`src/vvc_pkg.sv`:
```
// Package for the output and input voltage configuration command bank.
// Assumes a command-level port from the bus engine: code, data, strobes.
package vvc_pkg;
    // Command codes
    localparam logic [7:0] CMD_ALERT_MASK   = 8'h1B;
    localparam logic [7:0] CMD_VOUT_FORMAT  = 8'h20;
    localparam logic [7:0] CMD_VOUT_TARGET  = 8'h21;
    localparam logic [7:0] CMD_VOUT_CEILING = 8'h24;
    localparam logic [7:0] CMD_MARGIN_HIGH  = 8'h25;
    localparam logic [7:0] CMD_MARGIN_LOW   = 8'h26;
    localparam logic [7:0] CMD_SLEW_RATE    = 8'h27;
    localparam logic [7:0] CMD_LOOP_SCALE   = 8'h29;
    localparam logic [7:0] CMD_SW_FREQ      = 8'h33;
    localparam logic [7:0] CMD_VIN_ON       = 8'h35;

    // Fixed values and reset defaults
    localparam logic [7:0]  VOUT_FORMAT_VAL  = 8'h17;
    localparam logic [15:0] VOUT_MANT_MIN    = 16'h0100;
    localparam logic [15:0] VOUT_MANT_MAX    = 16'h0B00;
    localparam logic [15:0] CEIL_MANT_MAX    = 16'h0B01;
    localparam logic [15:0] CEILING_RST      = 16'h0B00;
    localparam logic [15:0] MARGIN_HIGH_RST  = 16'h06CD;
    localparam logic [15:0] MARGIN_LOW_RST   = 16'h0667;
    localparam logic [15:0] TARGET_RST       = 16'h0200;
    localparam logic [15:0] SLEW_RST         = 16'hD00D;
    localparam logic [15:0] LOOP_SCALE_RST   = 16'hF001;
    localparam logic [15:0] SW_FREQ_RST      = 16'h092C;
    localparam logic [15:0] VIN_ON_RST       = 16'hF80C;
    localparam logic [15:0] VIN_ON_MIN       = 16'hF806;
    localparam logic [15:0] VIN_ON_MAX       = 16'hF815;
    localparam logic [7:0]  ALERT_MASK_RST   = 8'h00;
    localparam int          MODE_PIN_BIT     = 0;

    // Margin state from the operation command
    typedef enum logic [1:0] {
        MARGIN_OFF,
        MARGIN_LOW,
        MARGIN_HIGH
    } vvc_margin_t;

    // Command request from the bus engine
    typedef struct packed {
        logic [7:0]  code;
        logic [15:0] data;
    } vvc_cmd_t;
endpackage : vvc_pkg

```
`src/vvc_bank.sv`:
```
// Configuration command bank: stores, checks and reads back settings.
// Assumes the bus engine presents whole decoded commands, one per strobe.
//
// Contract
// RQ1: Set alert mask bit blocks the same-position status bit from raising alert.
// RQ2: Reading output voltage format returns 0x17.
// RQ3: Any write to output voltage format is rejected with invalid data fault.
// RQ4: Output voltage values are 16-bit mantissa, exponent -9.
// RQ5: Target accepted only for mantissa 256..2816, else fault.
// RQ6: Vendor mode bit 0 low makes select pin give default target.
// RQ7: Ceiling limits every commanded target; default 5.5 V.
// RQ8: Ceiling accepted only for mantissa 256..2817, else fault.
// RQ9: Active target follows margin high, low or nominal selection.
// RQ10: Margin high not above margin low faults; default 3.4 V.
// RQ11: Margin low not below margin high faults; default 3.2 V.
// RQ12: Slew rate applies to target and margin changes, not on/off.
// RQ13: Slew rate accepts D00D, D07D, D0BB, D258 only; default D00D.
// RQ14: Loop scaling accepts F001, F002, F004 only.
// RQ15: Switching frequency accepts listed codes 0864..0B84; default 092C.
// RQ16: Input turn-on accepts F806..F815; default F80C.
// RQ17: Input turn-on not above stored turn-off faults.
// RQ18: Input never reaching turn-on after bias enable raises undervoltage fault.
// RQ19: Settings are exposed for copying to nonvolatile storage.
// RQ20: Host picks loop scaling from output range.
// RQ21: Any unlisted data value faults.
// RQ22: Rejected write keeps stored value and records the fault.
`timescale 1ns/100ps
module vvc_bank #(
    parameter int UV_WAIT_CYCLES = 200000
) (
    input  wire logic               clk,
    input  wire logic               rst,
    input  wire logic               wrStrobe,
    input  wire logic               rdStrobe,
    input  wire vvc_pkg::vvc_cmd_t  cmdIn,
    output logic [15:0]             rdData,
    output logic                    rdValid,
    output logic                    cmdKnown,
    output logic                    invalidDataFault,
    input  wire logic               faultClear,
    input  wire logic [7:0]         statusIn,
    output logic                    alertRequest,
    input  wire logic [7:0]         vendorModeSetting,
    input  wire logic [15:0]        voltageSelectPin,
    input  wire logic               loadDefaults,
    input  wire vvc_pkg::vvc_margin_t marginSel,
    input  wire logic               outputOn,
    input  wire logic [15:0]        vinOffThreshold,
    input  wire logic               biasEnabled,
    input  wire logic               vinAboveOn,
    output logic                    vinUvFault,
    output logic [15:0]             activeTarget,
    output logic                    slewApply,
    output logic [15:0]             slewRate,
    output logic [15:0]             loopScale,
    output logic [15:0]             switchFreq,
    output logic [15:0]             vinOnThreshold,
    output logic [15:0]             storeTarget,
    output logic [15:0]             storeCeiling,
    output logic [15:0]             storeMarginHigh,
    output logic [15:0]             storeMarginLow,
    output logic [7:0]              alertMask
);
    import vvc_pkg::*;

    // Refuse a watchdog span that the counter cannot serve
    if (UV_WAIT_CYCLES < 1) begin : g_badWait
        $error("UV_WAIT_CYCLES must be at least one");
    end

    // Mantissa window test shared by the target, ceiling and margin commands
    function automatic logic inRange(input logic [15:0] v, input logic [15:0] hi);
        inRange = (v >= VOUT_MANT_MIN) && (v <= hi);
    endfunction : inRange

    // Legal switching frequency codes
    function automatic logic freqLegal(input logic [15:0] v);
        case (v)
            16'h0864,
            16'h087D,
            16'h0896,
            16'h08AF,
            16'h08C8,
            16'h08E1,
            16'h08FA,
            16'h0913,
            16'h092C,
            16'h0945,
            16'h095E,
            16'h0977,
            16'h0990,
            16'h09A9,
            16'h09C2,
            16'h09DB,
            16'h09F4,
            16'h0A0D,
            16'h0A26,
            16'h0A3F,
            16'h0A58,
            16'h0A8A,
            16'h0ABC,
            16'h0AEE,
            16'h0B20,
            16'h0B52,
            16'h0B84: freqLegal = 1'b1; // RQ15
            default: freqLegal = 1'b0;
        endcase
    endfunction : freqLegal

    // Legal slew codes; the exponent is fixed, so whole words compare
    function automatic logic slewLegal(input logic [15:0] v);
        case (v)
            16'hD00D,
            16'hD07D,
            16'hD0BB,
            16'hD258: slewLegal = 1'b1; // RQ13
            default:  slewLegal = 1'b0;
        endcase
    endfunction : slewLegal

    // Legal loop scaling codes, gains of a quarter, a half and one
    function automatic logic loopLegal(input logic [15:0] v);
        case (v)
            16'hF001,
            16'hF002,
            16'hF004: loopLegal = 1'b1; // RQ14
            default:  loopLegal = 1'b0;
        endcase
    endfunction : loopLegal

    logic [7:0]  alertMask_reg;
    logic [15:0] target_reg;
    logic [15:0] ceiling_reg;
    logic [15:0] marginHigh_reg;
    logic [15:0] marginLow_reg;
    logic [15:0] slew_reg;
    logic [15:0] loop_reg;
    logic [15:0] freq_reg;
    logic [15:0] vinOn_reg;
    logic        fault_reg;
    logic        writeOk;
    logic        writeKnown;
    logic [15:0] d;

    assign d = cmdIn.data;

    // Legality check per command; unknown codes are not ours
    always_comb begin
        writeOk    = 1'b0;
        writeKnown = 1'b1;
        case (cmdIn.code)
            CMD_ALERT_MASK:   writeOk = (d[15:8] == 8'h00);
            CMD_VOUT_FORMAT:  writeOk = 1'b0; // RQ3
            CMD_VOUT_TARGET:  writeOk = inRange(d, VOUT_MANT_MAX); // RQ5 RQ4
            CMD_VOUT_CEILING: writeOk = inRange(d, CEIL_MANT_MAX); // RQ8
            CMD_MARGIN_HIGH:  writeOk = inRange(d, VOUT_MANT_MAX) && (d > marginLow_reg); // RQ10
            CMD_MARGIN_LOW:   writeOk = inRange(d, VOUT_MANT_MAX) && (d < marginHigh_reg); // RQ11
            CMD_SLEW_RATE:    writeOk = slewLegal(d); // RQ13
            CMD_LOOP_SCALE:   writeOk = loopLegal(d); // RQ14
            CMD_SW_FREQ:      writeOk = freqLegal(d); // RQ15
            CMD_VIN_ON:       writeOk = (d >= VIN_ON_MIN) && (d <= VIN_ON_MAX) &&
                                        (d > vinOffThreshold); // RQ16 RQ17
            default: begin
                writeKnown = 1'b0;
            end
        endcase
    end

    assign cmdKnown = writeKnown;

    // One write enable; a rejected write leaves every setting register untouched
    logic wrAccept;
    assign wrAccept = wrStrobe && writeOk && !loadDefaults; // RQ21 RQ22

    // Alert mask byte; only the low byte carries meaning
    always_ff @(posedge clk or posedge rst) begin
        if (rst) begin
            alertMask_reg <= ALERT_MASK_RST;
        end else if (wrAccept && (cmdIn.code == CMD_ALERT_MASK)) begin
            alertMask_reg <= d[7:0];
        end
    end

    // Nominal target; pin strap is sampled on the load pulse when mode bit 0 is low, not at reset
    always_ff @(posedge clk or posedge rst) begin
        if (rst) begin
            target_reg <= TARGET_RST;
        end else if (loadDefaults && !vendorModeSetting[MODE_PIN_BIT]) begin
            target_reg <= voltageSelectPin; // RQ6
        end else if (wrAccept && (cmdIn.code == CMD_VOUT_TARGET)) begin
            target_reg <= d;
        end
    end

    // Ceiling on every commanded target
    always_ff @(posedge clk or posedge rst) begin
        if (rst) begin
            ceiling_reg <= CEILING_RST; // RQ7
        end else if (wrAccept && (cmdIn.code == CMD_VOUT_CEILING)) begin
            ceiling_reg <= d;
        end
    end

    // Margin high setpoint
    always_ff @(posedge clk or posedge rst) begin
        if (rst) begin
            marginHigh_reg <= MARGIN_HIGH_RST;
        end else if (wrAccept && (cmdIn.code == CMD_MARGIN_HIGH)) begin
            marginHigh_reg <= d;
        end
    end

    // Margin low setpoint
    always_ff @(posedge clk or posedge rst) begin
        if (rst) begin
            marginLow_reg <= MARGIN_LOW_RST;
        end else if (wrAccept && (cmdIn.code == CMD_MARGIN_LOW)) begin
            marginLow_reg <= d;
        end
    end

    // Transition rate code
    always_ff @(posedge clk or posedge rst) begin
        if (rst) begin
            slew_reg <= SLEW_RST;
        end else if (wrAccept && (cmdIn.code == CMD_SLEW_RATE)) begin
            slew_reg <= d;
        end
    end

    // Loop scaling code; the host picks it from the output range
    always_ff @(posedge clk or posedge rst) begin
        if (rst) begin
            loop_reg <= LOOP_SCALE_RST;
        end else if (wrAccept && (cmdIn.code == CMD_LOOP_SCALE)) begin
            loop_reg <= d;
        end
    end

    // Switching frequency code
    always_ff @(posedge clk or posedge rst) begin
        if (rst) begin
            freq_reg <= SW_FREQ_RST;
        end else if (wrAccept && (cmdIn.code == CMD_SW_FREQ)) begin
            freq_reg <= d;
        end
    end

    // Input turn-on threshold
    always_ff @(posedge clk or posedge rst) begin
        if (rst) begin
            vinOn_reg <= VIN_ON_RST;
        end else if (wrAccept && (cmdIn.code == CMD_VIN_ON)) begin
            vinOn_reg <= d;
        end
    end

    // Sticky invalid data flag; a new fault wins over a clear
    always_ff @(posedge clk or posedge rst) begin
        if (rst) begin
            fault_reg <= 1'b0;
        end else if (wrStrobe && writeKnown && !writeOk) begin
            fault_reg <= 1'b1; // RQ22 RQ21
        end else if (faultClear) begin
            fault_reg <= 1'b0;
        end
    end

    assign invalidDataFault = fault_reg;

    // Alert gating by mask, bit for bit
    assign alertRequest = |(statusIn & ~alertMask_reg); // RQ1
    assign alertMask    = alertMask_reg;

    // Read answer flag, one cycle after the strobe, for our own codes only
    always_ff @(posedge clk or posedge rst) begin
        if (rst) begin
            rdValid <= 1'b0;
        end else begin
            rdValid <= rdStrobe && writeKnown;
        end
    end

    // Read data held until the next read, so a slow host still finds it
    always_ff @(posedge clk or posedge rst) begin
        if (rst) begin
            rdData <= 16'h0000;
        end else if (rdStrobe) begin
            case (cmdIn.code)
                CMD_ALERT_MASK:   rdData <= {8'h00, alertMask_reg};
                CMD_VOUT_FORMAT:  rdData <= {8'h00, VOUT_FORMAT_VAL}; // RQ2
                CMD_VOUT_TARGET:  rdData <= target_reg;
                CMD_VOUT_CEILING: rdData <= ceiling_reg;
                CMD_MARGIN_HIGH:  rdData <= marginHigh_reg;
                CMD_MARGIN_LOW:   rdData <= marginLow_reg;
                CMD_SLEW_RATE:    rdData <= slew_reg;
                CMD_LOOP_SCALE:   rdData <= loop_reg;
                CMD_SW_FREQ:      rdData <= freq_reg;
                CMD_VIN_ON:       rdData <= vinOn_reg;
                default:          rdData <= 16'h0000;
            endcase
        end
    end

    // Setpoint selection then clamp by ceiling
    logic [15:0] selTarget;
    logic [15:0] prevTarget_reg;
    always_comb begin
        case (marginSel)
            MARGIN_HIGH: selTarget = marginHigh_reg; // RQ9
            MARGIN_LOW:  selTarget = marginLow_reg;
            default:     selTarget = target_reg;
        endcase
    end

    always_ff @(posedge clk or posedge rst) begin
        if (rst) begin
            activeTarget <= CEILING_RST;
        end else begin
            activeTarget <= (selTarget > ceiling_reg) ? ceiling_reg : selTarget; // RQ7
        end
    end

    // Last active target; resets like activeTarget so reset shows no false change
    always_ff @(posedge clk or posedge rst) begin
        if (rst) begin
            prevTarget_reg <= CEILING_RST;
        end else begin
            prevTarget_reg <= activeTarget;
        end
    end

    // Slew applies only to changes while the output is already on
    always_ff @(posedge clk or posedge rst) begin
        if (rst) begin
            slewApply <= 1'b0;
        end else begin
            slewApply <= outputOn && (prevTarget_reg != activeTarget); // RQ12
        end
    end

    // Undervoltage watchdog after bias comes up; count is long so it is a parameter
    logic [31:0] uvCount_reg;
    logic        uvExpired;
    always_ff @(posedge clk or posedge rst) begin
        if (rst) begin
            uvCount_reg <= 32'h0;
        end else if (!biasEnabled || vinAboveOn) begin
            uvCount_reg <= 32'h0;
        end else if (!uvExpired) begin
            uvCount_reg <= uvCount_reg + 32'h1;
        end
    end

    // Span reached; the counter stops here so it cannot wrap
    assign uvExpired = (uvCount_reg >= 32'(UV_WAIT_CYCLES));

    // Fault stays until reset, even if the input recovers later
    always_ff @(posedge clk or posedge rst) begin
        if (rst) begin
            vinUvFault <= 1'b0;
        end else if (biasEnabled && !vinAboveOn && uvExpired) begin
            vinUvFault <= 1'b1; // RQ18
        end
    end

    // Settings exposed for the store path
    assign slewRate        = slew_reg;
    assign loopScale       = loop_reg;
    assign switchFreq      = freq_reg;
    assign vinOnThreshold  = vinOn_reg;
    assign storeTarget     = target_reg; // RQ19
    assign storeCeiling    = ceiling_reg;
    assign storeMarginHigh = marginHigh_reg;
    assign storeMarginLow  = marginLow_reg;
endmodule : vvc_bank

```
`config.mk`:
```
export PLATFORM = sky130hd
export DESIGN_NAME = vvc_bank
export DESIGN_NICKNAME = d
export VERILOG_FILES = /design/src/vvc_pkg.sv /design/src/vvc_bank.sv
export SDC_FILE = /design/constraint.sdc
export NUM_CORES = 1
export LEC_CHECK = 0
export ABC_CLOCK_PERIOD_IN_PS = 7300
export BUFFER_PORTS_ARGS = -buffer_cell sky130_fd_sc_hd__buf_2
export CAP_MARGIN = 20
export CORE_AREA = 2 2 151 153
export CTS_CLUSTER_DIAMETER = 30
export DETAILED_ROUTE_END_ITERATION = 12
export DIE_AREA = 0 0 153 155
export PLACE_DENSITY = 0.8
export SLEW_MARGIN = 20
export SYNTH_ARGS = -nofsm -noshare
export SYNTH_HDL_FRONTEND = slang
export SYNTH_SLANG_ARGS = --single-unit
export TNS_END_PERCENT = 5
```
`constraint.sdc`:
```
create_clock -name clk -period 7.3 [get_ports clk]
set_clock_uncertainty 0.05 [all_clocks]
set_input_delay 0.73 -clock clk [delete_from_list [all_inputs] [get_ports clk]]
set_output_delay 0.73 -clock clk [all_outputs]
set_load 0.02 [all_outputs]
```
# [Word level (Yosys, flattened, before mapping)]
# Index checks and enable logic that the tools add are counted.
# Widths: inputs -> output; s select.
[word_totals] ff_bits=220 input_bits=83 elab_cells=130
[op_classes] add_sub_neg=1 order_cmp=10 eq_ne=48 mux=14 bitwise=2 reduce_logical=38
[op_table] op="$eq 16x12->1 const B" n=27
[op_table] op="$pmux 16 s10" n=1
[op_table] op="$eq 16x16->1 const B" n=7
[op_table] op="$eq 8x6->1 const B" n=9
[op_table] op="$mux 32" n=2
[op_table] op="$gt 16x16->1" n=3
[op_table] op="$mux 16" n=3
[op_table] op="$add 32x1->32 const B" n=1
[op_table] op="$ge 32x18->1 const B" n=1
[op_table] op="$le 16x12->1 const B" n=2
[op_table] op="$pmux 16 s2" n=1
[op_table] op="$reduce_or 27->1" n=1
[op_table] op="$logic_and 1x1->1" n=24
[op_table] op="$ge 16x16->1 const B" n=1
[op_table] op="$ge 16x9->1 const B" n=1
[op_table] op="$le 16x16->1 const B" n=1
[op_table] op="$lt 16x16->1" n=1
[op_table] op="$ne 16x16->1" n=1
[op_table] op="$reduce_or 10->1" n=1
[op_table] op="$pmux 1 s9" n=1
[op_table] op="$and 8x8->8" n=1
[op_table] op="$eq 8x5->1 const B" n=1
[op_table] op="$logic_not 8->1" n=1
[op_table] op="$not 8->8" n=1
[op_table] op="other kinds (10)" n=20

# [Longest topological paths before layout]
# Gate-level depths: netlist of the first run.
[logic_depth] depth_word=9 ltp_mapped=18 ltp_nobuf=14

# [Least setup slack after synthesis of the first run]
# No wires, ideal clock.
[synth_timing] path_type="in2reg" start="input marginSel[0]" end="register activeTarget[10]" setup_ps=125 arrival_ps=3706 required_ps=7125 slack_ps=3420 stages=17 path_buffers=4 cell_sequence="inv_1 > ha_1 > clkbuf_1 > clkbuf_1 > a221oi_1 > a21oi_1 > ha_1 > nor2b_1 > o21a_1 > o21a_1 > o21a_1 > o211ai_1 > a21oi_1 > a211o_1 > clkbuf_1 > buf_1 > mux2_2"
[synth_between] elab_chain_len=4
[synth_lines] item="from (decl)" line_no="vvc_bank.sv:46" rtl="input wire vvc_pkg::vvc_margin_t marginSel,"
[synth_lines] item="$eq 2x1->1 / $eq 2x2->1 (equally long branches)" line_no="vvc_bank.sv:309" rtl="case (marginSel)"
[synth_lines] item="$pmux 16 s2 *" line_no="vvc_bank.sv:309"
[synth_lines] item="$gt 16x16->1" line_no="vvc_bank.sv:320" rtl="activeTarget <= (selTarget > ceiling_reg) ? ceiling_reg : selTarget;"
[synth_lines] item="$mux 16 *" line_no="vvc_bank.sv:320"
[synth_lines] item="to (signal assigned)" line_no="vvc_bank.sv:320"
[synth_lines] item="to (decl)" line_no="vvc_bank.sv:52" rtl="output logic [15:0] activeTarget,"
# Every way passes the cells marked *; elsewhere a longest branch is shown, timed or not.
# A chain may end at the register's enable or synchronous reset.

# [Worst setup path after layout of the first run]
[layout_timing] start="input cmdIn[17] (netlist name)" end="register marginLow_reg[0], in the netlist storeMarginLow[0]"
[layout_between] elab_chain_len=5
[layout_lines] item="from (decl)" line_no="vvc_bank.sv:35" rtl="input wire vvc_pkg::vvc_cmd_t cmdIn,"
[layout_lines] item="$eq 8x6->1, or another cell as far along" line_no="vvc_bank.sv:151" rtl="case (cmdIn.code)"
[layout_lines] item="$pmux 1 s9" line_no="vvc_bank.sv:151"
[layout_lines] item="$logic_and 1x1->1 (2 in a row)" line_no="vvc_bank.sv:173" rtl="assign wrAccept = wrStrobe && writeOk && !loadDefaults;"
[layout_lines] item="$logic_and 1x1->1 *" line_no="vvc_bank.sv:217" rtl="end else if (wrAccept && (cmdIn.code == CMD_MARGIN_LOW)) begin"
[layout_lines] item="to (signal assigned)" line_no="vvc_bank.sv:216" rtl="marginLow_reg <= MARGIN_LOW_RST;"
[layout_lines] item="to (signal assigned)" line_no="vvc_bank.sv:218" rtl="marginLow_reg <= d;"
[layout_lines] item="to (decl)" line_no="vvc_bank.sv:135" rtl="logic [15:0] marginLow_reg;"
# Marked as above.

==> results of run 1 <==
-- report_power, final --
group	internal, mW	switching (mW)
logic	0.144	0.261
registers	1.28	0.0458
clock network	1.39	0.704
-- per-layer routing --
metal	global-route usage, %	up-vias	wire length [µm]
li1	-	4774	-
met1	42.05	5344	15590
met2	51.76	589	18050
met3	5.710	121	3030
met4	17.15	0	2109
met5	0	-	0
-- critical path, stage by stage --
cell and delay, ns:
buf_2 0.40, and2_1 0.75, and4_1 0.34, buf_4 0.33
nand4_1 0.15, o221a_2 0.35, o2111ai_4 0.23, nand3_1 0.79
mux2_2 0.57
-- kinds of logic (layout without fill, tap and decap cells) --
kind of cell,Yosys count,in the layout
AO/OA/AOI/OAI,248,248
flip-flops,220,220
multiplexers,99,99
buffers and inverters,169,442
adder cells (fa/ha/maj),67,67
XOR/XNOR,34,34
AND/OR/NAND/NOR,342,342
-- area by class of cell --
| class | count | share of cell area, % |
|---|---|---|
| multi-input combinational | 790 | 39.02 |
| sequential | 220 | 36.91 |
| timing repair buffer | 256 | 8.615 |
| clock buffer | 55 | 8.125 |
| inverter | 102 | 2.589 |
| clock inverter | 29 | 2.382 |
| tap | 285 | 2.365 |
-- how the worst max path moves through the flow --
stage / endpoint / cells past startpoint / from
2_1_floorplan: activeTarget[0] / 1 / rst
3_3_place_gp: storeMarginHigh[0] / 9 / cmdIn[17]
3_5_place_dp: storeMarginHigh[0] / 9 / cmdIn[17]
4_1_cts: storeMarginHigh[0] / 9 / cmdIn[18]
5_1_grt: storeMarginHigh[0] / 9 / cmdIn[18]
6_report: storeMarginLow[0] / 9 / cmdIn[17]
-- layout by cell type, fill, tap and decap left out, drive strengths merged, types with 8 or more instances in the layout --
cell type / instances
a21oi: 57
a221oi: 40
a222oi: 8
a22oi: 18
a31oi: 29
and2: 47
and3: 9
buf: 256
clkbuf: 55
clkinv: 14
dfrtp: 173
dfstp: 47
ha: 67
inv: 107
mux2: 51
mux2i: 48
nand2: 54
nand2b: 20
nand3: 16
nand4: 24
nor2: 88
nor2b: 9
nor3: 12
nor3b: 8
nor4: 15
o21ai: 23
o22ai: 11
xnor2: 17
xor2: 17
-- metrics by stage --
step	instances	setup slack, ns
after floorplan	1179	0.5767
after global placement	1653	2.713
after detailed placement	1653	2.611
after CTS	1737	3.137
after global routing	1737	2.936
final	1737	3.031
==> results.toml, run 1 <==
[synth]
yosysSeqAreaShare_pct = 45.91
yosys_most_used_dff = "dfrtp_1"
synth_area_per_cell_um2 = 10.28
synth_xor_area_share_pct = 2.457
synth_top_area_cell = "dfrtp_1"
ys_ff_latch = 220
synth_top_family_by_area = "simple AND/OR/NAND/NOR gates"
synthSimpleGateAreaFrac_pct = 15.77
synthMostInstantiatedCell = "dfrtp_1"
synth_nets = 1329
synth_edf_count = 0
synthTopCellsByCount = "dfrtp_1 (173), inv_1 (101), nor2_1 (88)"
synth_async_sr_flop_share_pct = 100.0
synth.mux.area_fraction_pct = 8.703
yosysWarnings = 0
synth_area_leaders = "dfrtp_1 (36%), dfstp_2 (10%), ha_1 (6.9%)"
synth-compound-area-share_pct = 14.60
netlist_instances = 1179
netlist_area_um2 = 12120
synthDistinctLibCells = 76
post_synth_fa_ha_maj_area_fraction_pct = 6.917
yosysTopAreaCellShare_pct = 35.72

[drt]
detail-route-antenna-nets = 0
drtIter0Drc = 1025
routedWlPerCell_um = 22.33
first_pass_iters = 9
wl_mm = 38.78
vias = 10828
drc = 0
via_per_inst = 6.234

[global_routing]
overflow = 0
antenna_found_initial = 0
grt_pass1_wl_mm = 60.01
track_usage_pct = 32.24
grt_pass1_vias = 10654
grt_max_degree = 146

[floorplanning]
die_w_um = 153
row_count = 55
core_region_area_um2 = 22230
ios = 257
start_util_pct = 54.52
die_h_um = 155
die-area_um2 = 23720

[layout]
fin_nets = 1565
area_growth_pct = 24.40
fillCellCount = 1719
stdcell_area_um2 = 15080
fin_util_pct = 67.82
register_area_um2 = 5564
largest_register_ffs = 32
multiInputGateArea_um2 = 5882
layout-drive-gt1-share_pct = 30.58
antennaDiodeCount = 0

[sta]
setup_tns_ns = 0
setup_viol = 0
hold_viol = 0
whs_ns = 0.3302
fin_crit_sh_pct = 58.48
rsz0062_at_grt = "false"
min_period_ns = 4.269
worstMarginPinSlew_ns = 1.055
relSlewSlack_pct = 29.11
drv_slew = 0
fmax_mhz = 234.3

[critical_path]
r2r_cells = 10
crit_path_end_kind = "flip-flop"
cp_max_fo = 22
crit_type = "input port to flip-flop"
crit_arrival_ns = 4.67
critPathLaunchType = "input port"
rr_startpoint = "storeMarginLow[9]"
crit_required_ns = 7.70
reg2reg_to = "storeMarginLow[0]"
r2r_slack_ns = 3.26

[clock_network]
cts_buffers = 45
root_buffer = "clkbuf_16"
htree_levels = 2
cts_resized = 0
postCtsSetupBuffers = 0
clkSinkCount = 220
cts.reportedPaths.clkPinSlew_ns = 0.05
hold_buffers = 0
clk_latency_ns = 0.54
clockBufferDepth = 3
tritoncts = "built"

[min_path]
hold_depth = 2
holdPathEnd = "invalidDataFault"
hp-start = "faultClear"
min_path_type = "input port to flip-flop"

[place]
place_congestion = 0.9744
port_buffers = 249
hpwlAfterDp_mm = 28.01
dpl_cell_area_um2 = 13490

[power_and_ir_drop]
power.total_mw = 3.824
leakage_nw = 7.571
vdd_drop_max_v = 0.0001828
powerDensity_nw_per_um2 = 253.6

[outcome]
outcome = "finished clean"

[run]
maxCapViolCount = 0
No activity file was read; power rests on OpenSTA's default activity.
==> inputs of run 2 (changes only) <==
--- a/config.mk
+++ b/config.mk
@@ -5,7 +5,7 @@
 export SDC_FILE = /design/constraint.sdc
 export NUM_CORES = 1
 export LEC_CHECK = 0
-export ABC_CLOCK_PERIOD_IN_PS = 7300
+export ABC_CLOCK_PERIOD_IN_PS = 4200
 export BUFFER_PORTS_ARGS = -buffer_cell sky130_fd_sc_hd__buf_2
 export CAP_MARGIN = 20
 export CORE_AREA = 2 2 151 153
==> constraint.sdc (replaced) <==
create_clock -name clk -period 4.2 [get_ports clk]
set_clock_uncertainty 0.05 [all_clocks]
set_input_delay 0.42 -clock clk [delete_from_list [all_inputs] [get_ports clk]]
set_output_delay 0.42 -clock clk [all_outputs]
set_load 0.02 [all_outputs]
==> results.toml, run 2 (same netlist as run 1, synthesis figures left out) <==
[drt]
drc = 0
first_pass_iters = 8
detail-route-antenna-nets = 0
wl_mm = 38.95
via_per_inst = 6.083
vias = 10760
drtIter0Drc = 1042
routedWlPerCell_um = 22.02

[global_routing]
overflow = 0
antenna_found_initial = 0
track_usage_pct = 32.36
grt_pass1_vias = 10630
grt_max_degree = 95
grt_pass1_wl_mm = 60.70

[floorplanning]
row_count = 55
core_region_area_um2 = 22230
start_util_pct = 54.52
ios = 257
die-area_um2 = 23720
die_w_um = 153
die_h_um = 155

[critical_path]
reg2reg_to = "storeMarginLow[2]"
crit_required_ns = 4.59
crit_arrival_ns = 3.95
critPathLaunchType = "flip-flop"
cp_max_fo = 12
crit_path_end_kind = "flip-flop"
crit_type = "flip-flop to flip-flop"
rr_startpoint = "storeMarginHigh[9]"
r2r_slack_ns = 0.64
r2r_cells = 11

[sta]
hold_viol = 0
drv_slew = 0
fmax_mhz = 280.8
setup_tns_ns = 0
fin_crit_sh_pct = 84.79
finalWorstSetupSlack_ns = 0.6386
min_period_ns = 3.561
worstMarginPinSlew_ns = 0.9133
rsz0062_at_grt = "false"
setup_viol = 0
relSlewSlack_pct = 38.83
whs_ns = 0.05047

[place]
pre_cts_slack_ns = 0.4053
place_congestion = 0.9894
hpwlAfterDp_mm = 28.66
port_buffers = 249
dpl_cell_area_um2 = 13720

[power_and_ir_drop]
switchingPower_mw = 1.797
p_sw_share_pct = 25.85
p_int_mw = 5.153
p_clk_share_pct = 56.5
leakage_nw = 7.786
combPwrFrac_pct = 10.4
power_frac_seq_pct = 33.2
powerDensity_nw_per_um2 = 449.5
power.total_mw = 6.950
vdd_drop_max_v = 0.0002454

[clock_network]
postCtsSetupBuffers = 0
cts_resized = 0
root_buffer = "clkbuf_16"
clkSinkCount = 220
clockBufferDepth = 3
cts.reportedPaths.clkPinSlew_ns = 0.05
cts_buffers = 46
clk_latency_ns = 0.55
htree_levels = 2
tritoncts = "built"

[layout]
mostFrequentLayoutCell = "buf_2"
antennaDiodeCount = 0
fin_nets = 1597
stdcell_area_um2 = 15460
final_cell_mix = "buf_2 (249), dfrtp_1 (173), inv_1 (100), nor2_1 (88), ha_1 (67)"
layout-drive-gt1-share_pct = 32.08
area_growth_pct = 27.57
fillCellCount = 1606
register_area_um2 = 5564
multiInputGateArea_um2 = 5876
largest_register_ffs = 32

[run]
maxCapViolCount = 0

[min_path]
hp-start = "outputOn"
min_path_type = "input port to flip-flop"
hold_depth = 2
holdPathEnd = "slewApply"

[outcome]
outcome = "finished clean"
run 2: power by group through the flow:
stage	sequential (mW)	combinational, mW	clock, mW
floorplan	2.39	0.388	0
global placement	2.33	0.689	0
detailed placement	2.33	0.707	0
CTS	2.31	0.717	3.95
global route	2.31	0.788	4.06
finish	2.31	0.720	3.92
run 2: per-stage QoR:
stage               utilization [%]  instances
floorplan                         -       1179
global placement              61.75       1682
detailed placement            61.75       1682
CTS                           69.55       1769
global route                  69.55       1769
finish                        69.55       1769
run 2: area by class of cell:
type / instances / area share (%)
clock buffers: 59 / 8.474
inverters: 102 / 2.501
clock inverters: 26 / 2.622
well taps: 285 / 2.307
repair buffers: 287 / 10.10
multi-input cells: 790 / 38.01
flip-flops and latches: 220 / 35.99
run 2: metal layers:
| layer | track usage [%] | vias up | wire (µm) |
|---|---|---|---|
| met4 | 15.74 | 0 | 1903 |
| li1 | - | 4838 | - |
| met2 | 52.89 | 548 | 18580 |
| met1 | 41.93 | 5255 | 15380 |
| met3 | 5.850 | 119 | 3080 |
| met5 | 0 | - | 0 |
run 2: how the worst max path moves through the flow:
stage | slack [ns] | cells after the start | startpoint | endpoint
3_3_place_gp | 0.48 | 14 | marginSel[0] | activeTarget[10]
5_1_grt | 0.54 | 11 | storeMarginHigh[9] | storeMarginLow[2]
6_report | 0.64 | 11 | storeMarginHigh[9] | storeMarginLow[2]
4_1_cts | 0.79 | 11 | storeMarginHigh[9] | storeMarginLow[2]
3_5_place_dp | 0.41 | 14 | marginSel[0] | activeTarget[10]
2_1_floorplan | 0.63 | 17 | marginSel[0] | activeTarget[10]
run 2: worst max-delay path: stages (launching register included):
cell and delay (ns):
dfstp_2 0.59, inv_1 0.08, ha_1 0.30, a21oi_1 0.06, o21ai_0 0.38, o21ai_0 0.20
o211ai_1 0.28, o221a_2 0.28, o2111ai_4 0.29, nand3_1 0.44, buf_4 0.26, mux2i_1 0.23
run 2: what timing repair did:
item | CTS | global route
setup endpoints to repair | 0 | 0
hold buffers | 2 | 0
endpoints found under the hold margin | 6 | 0
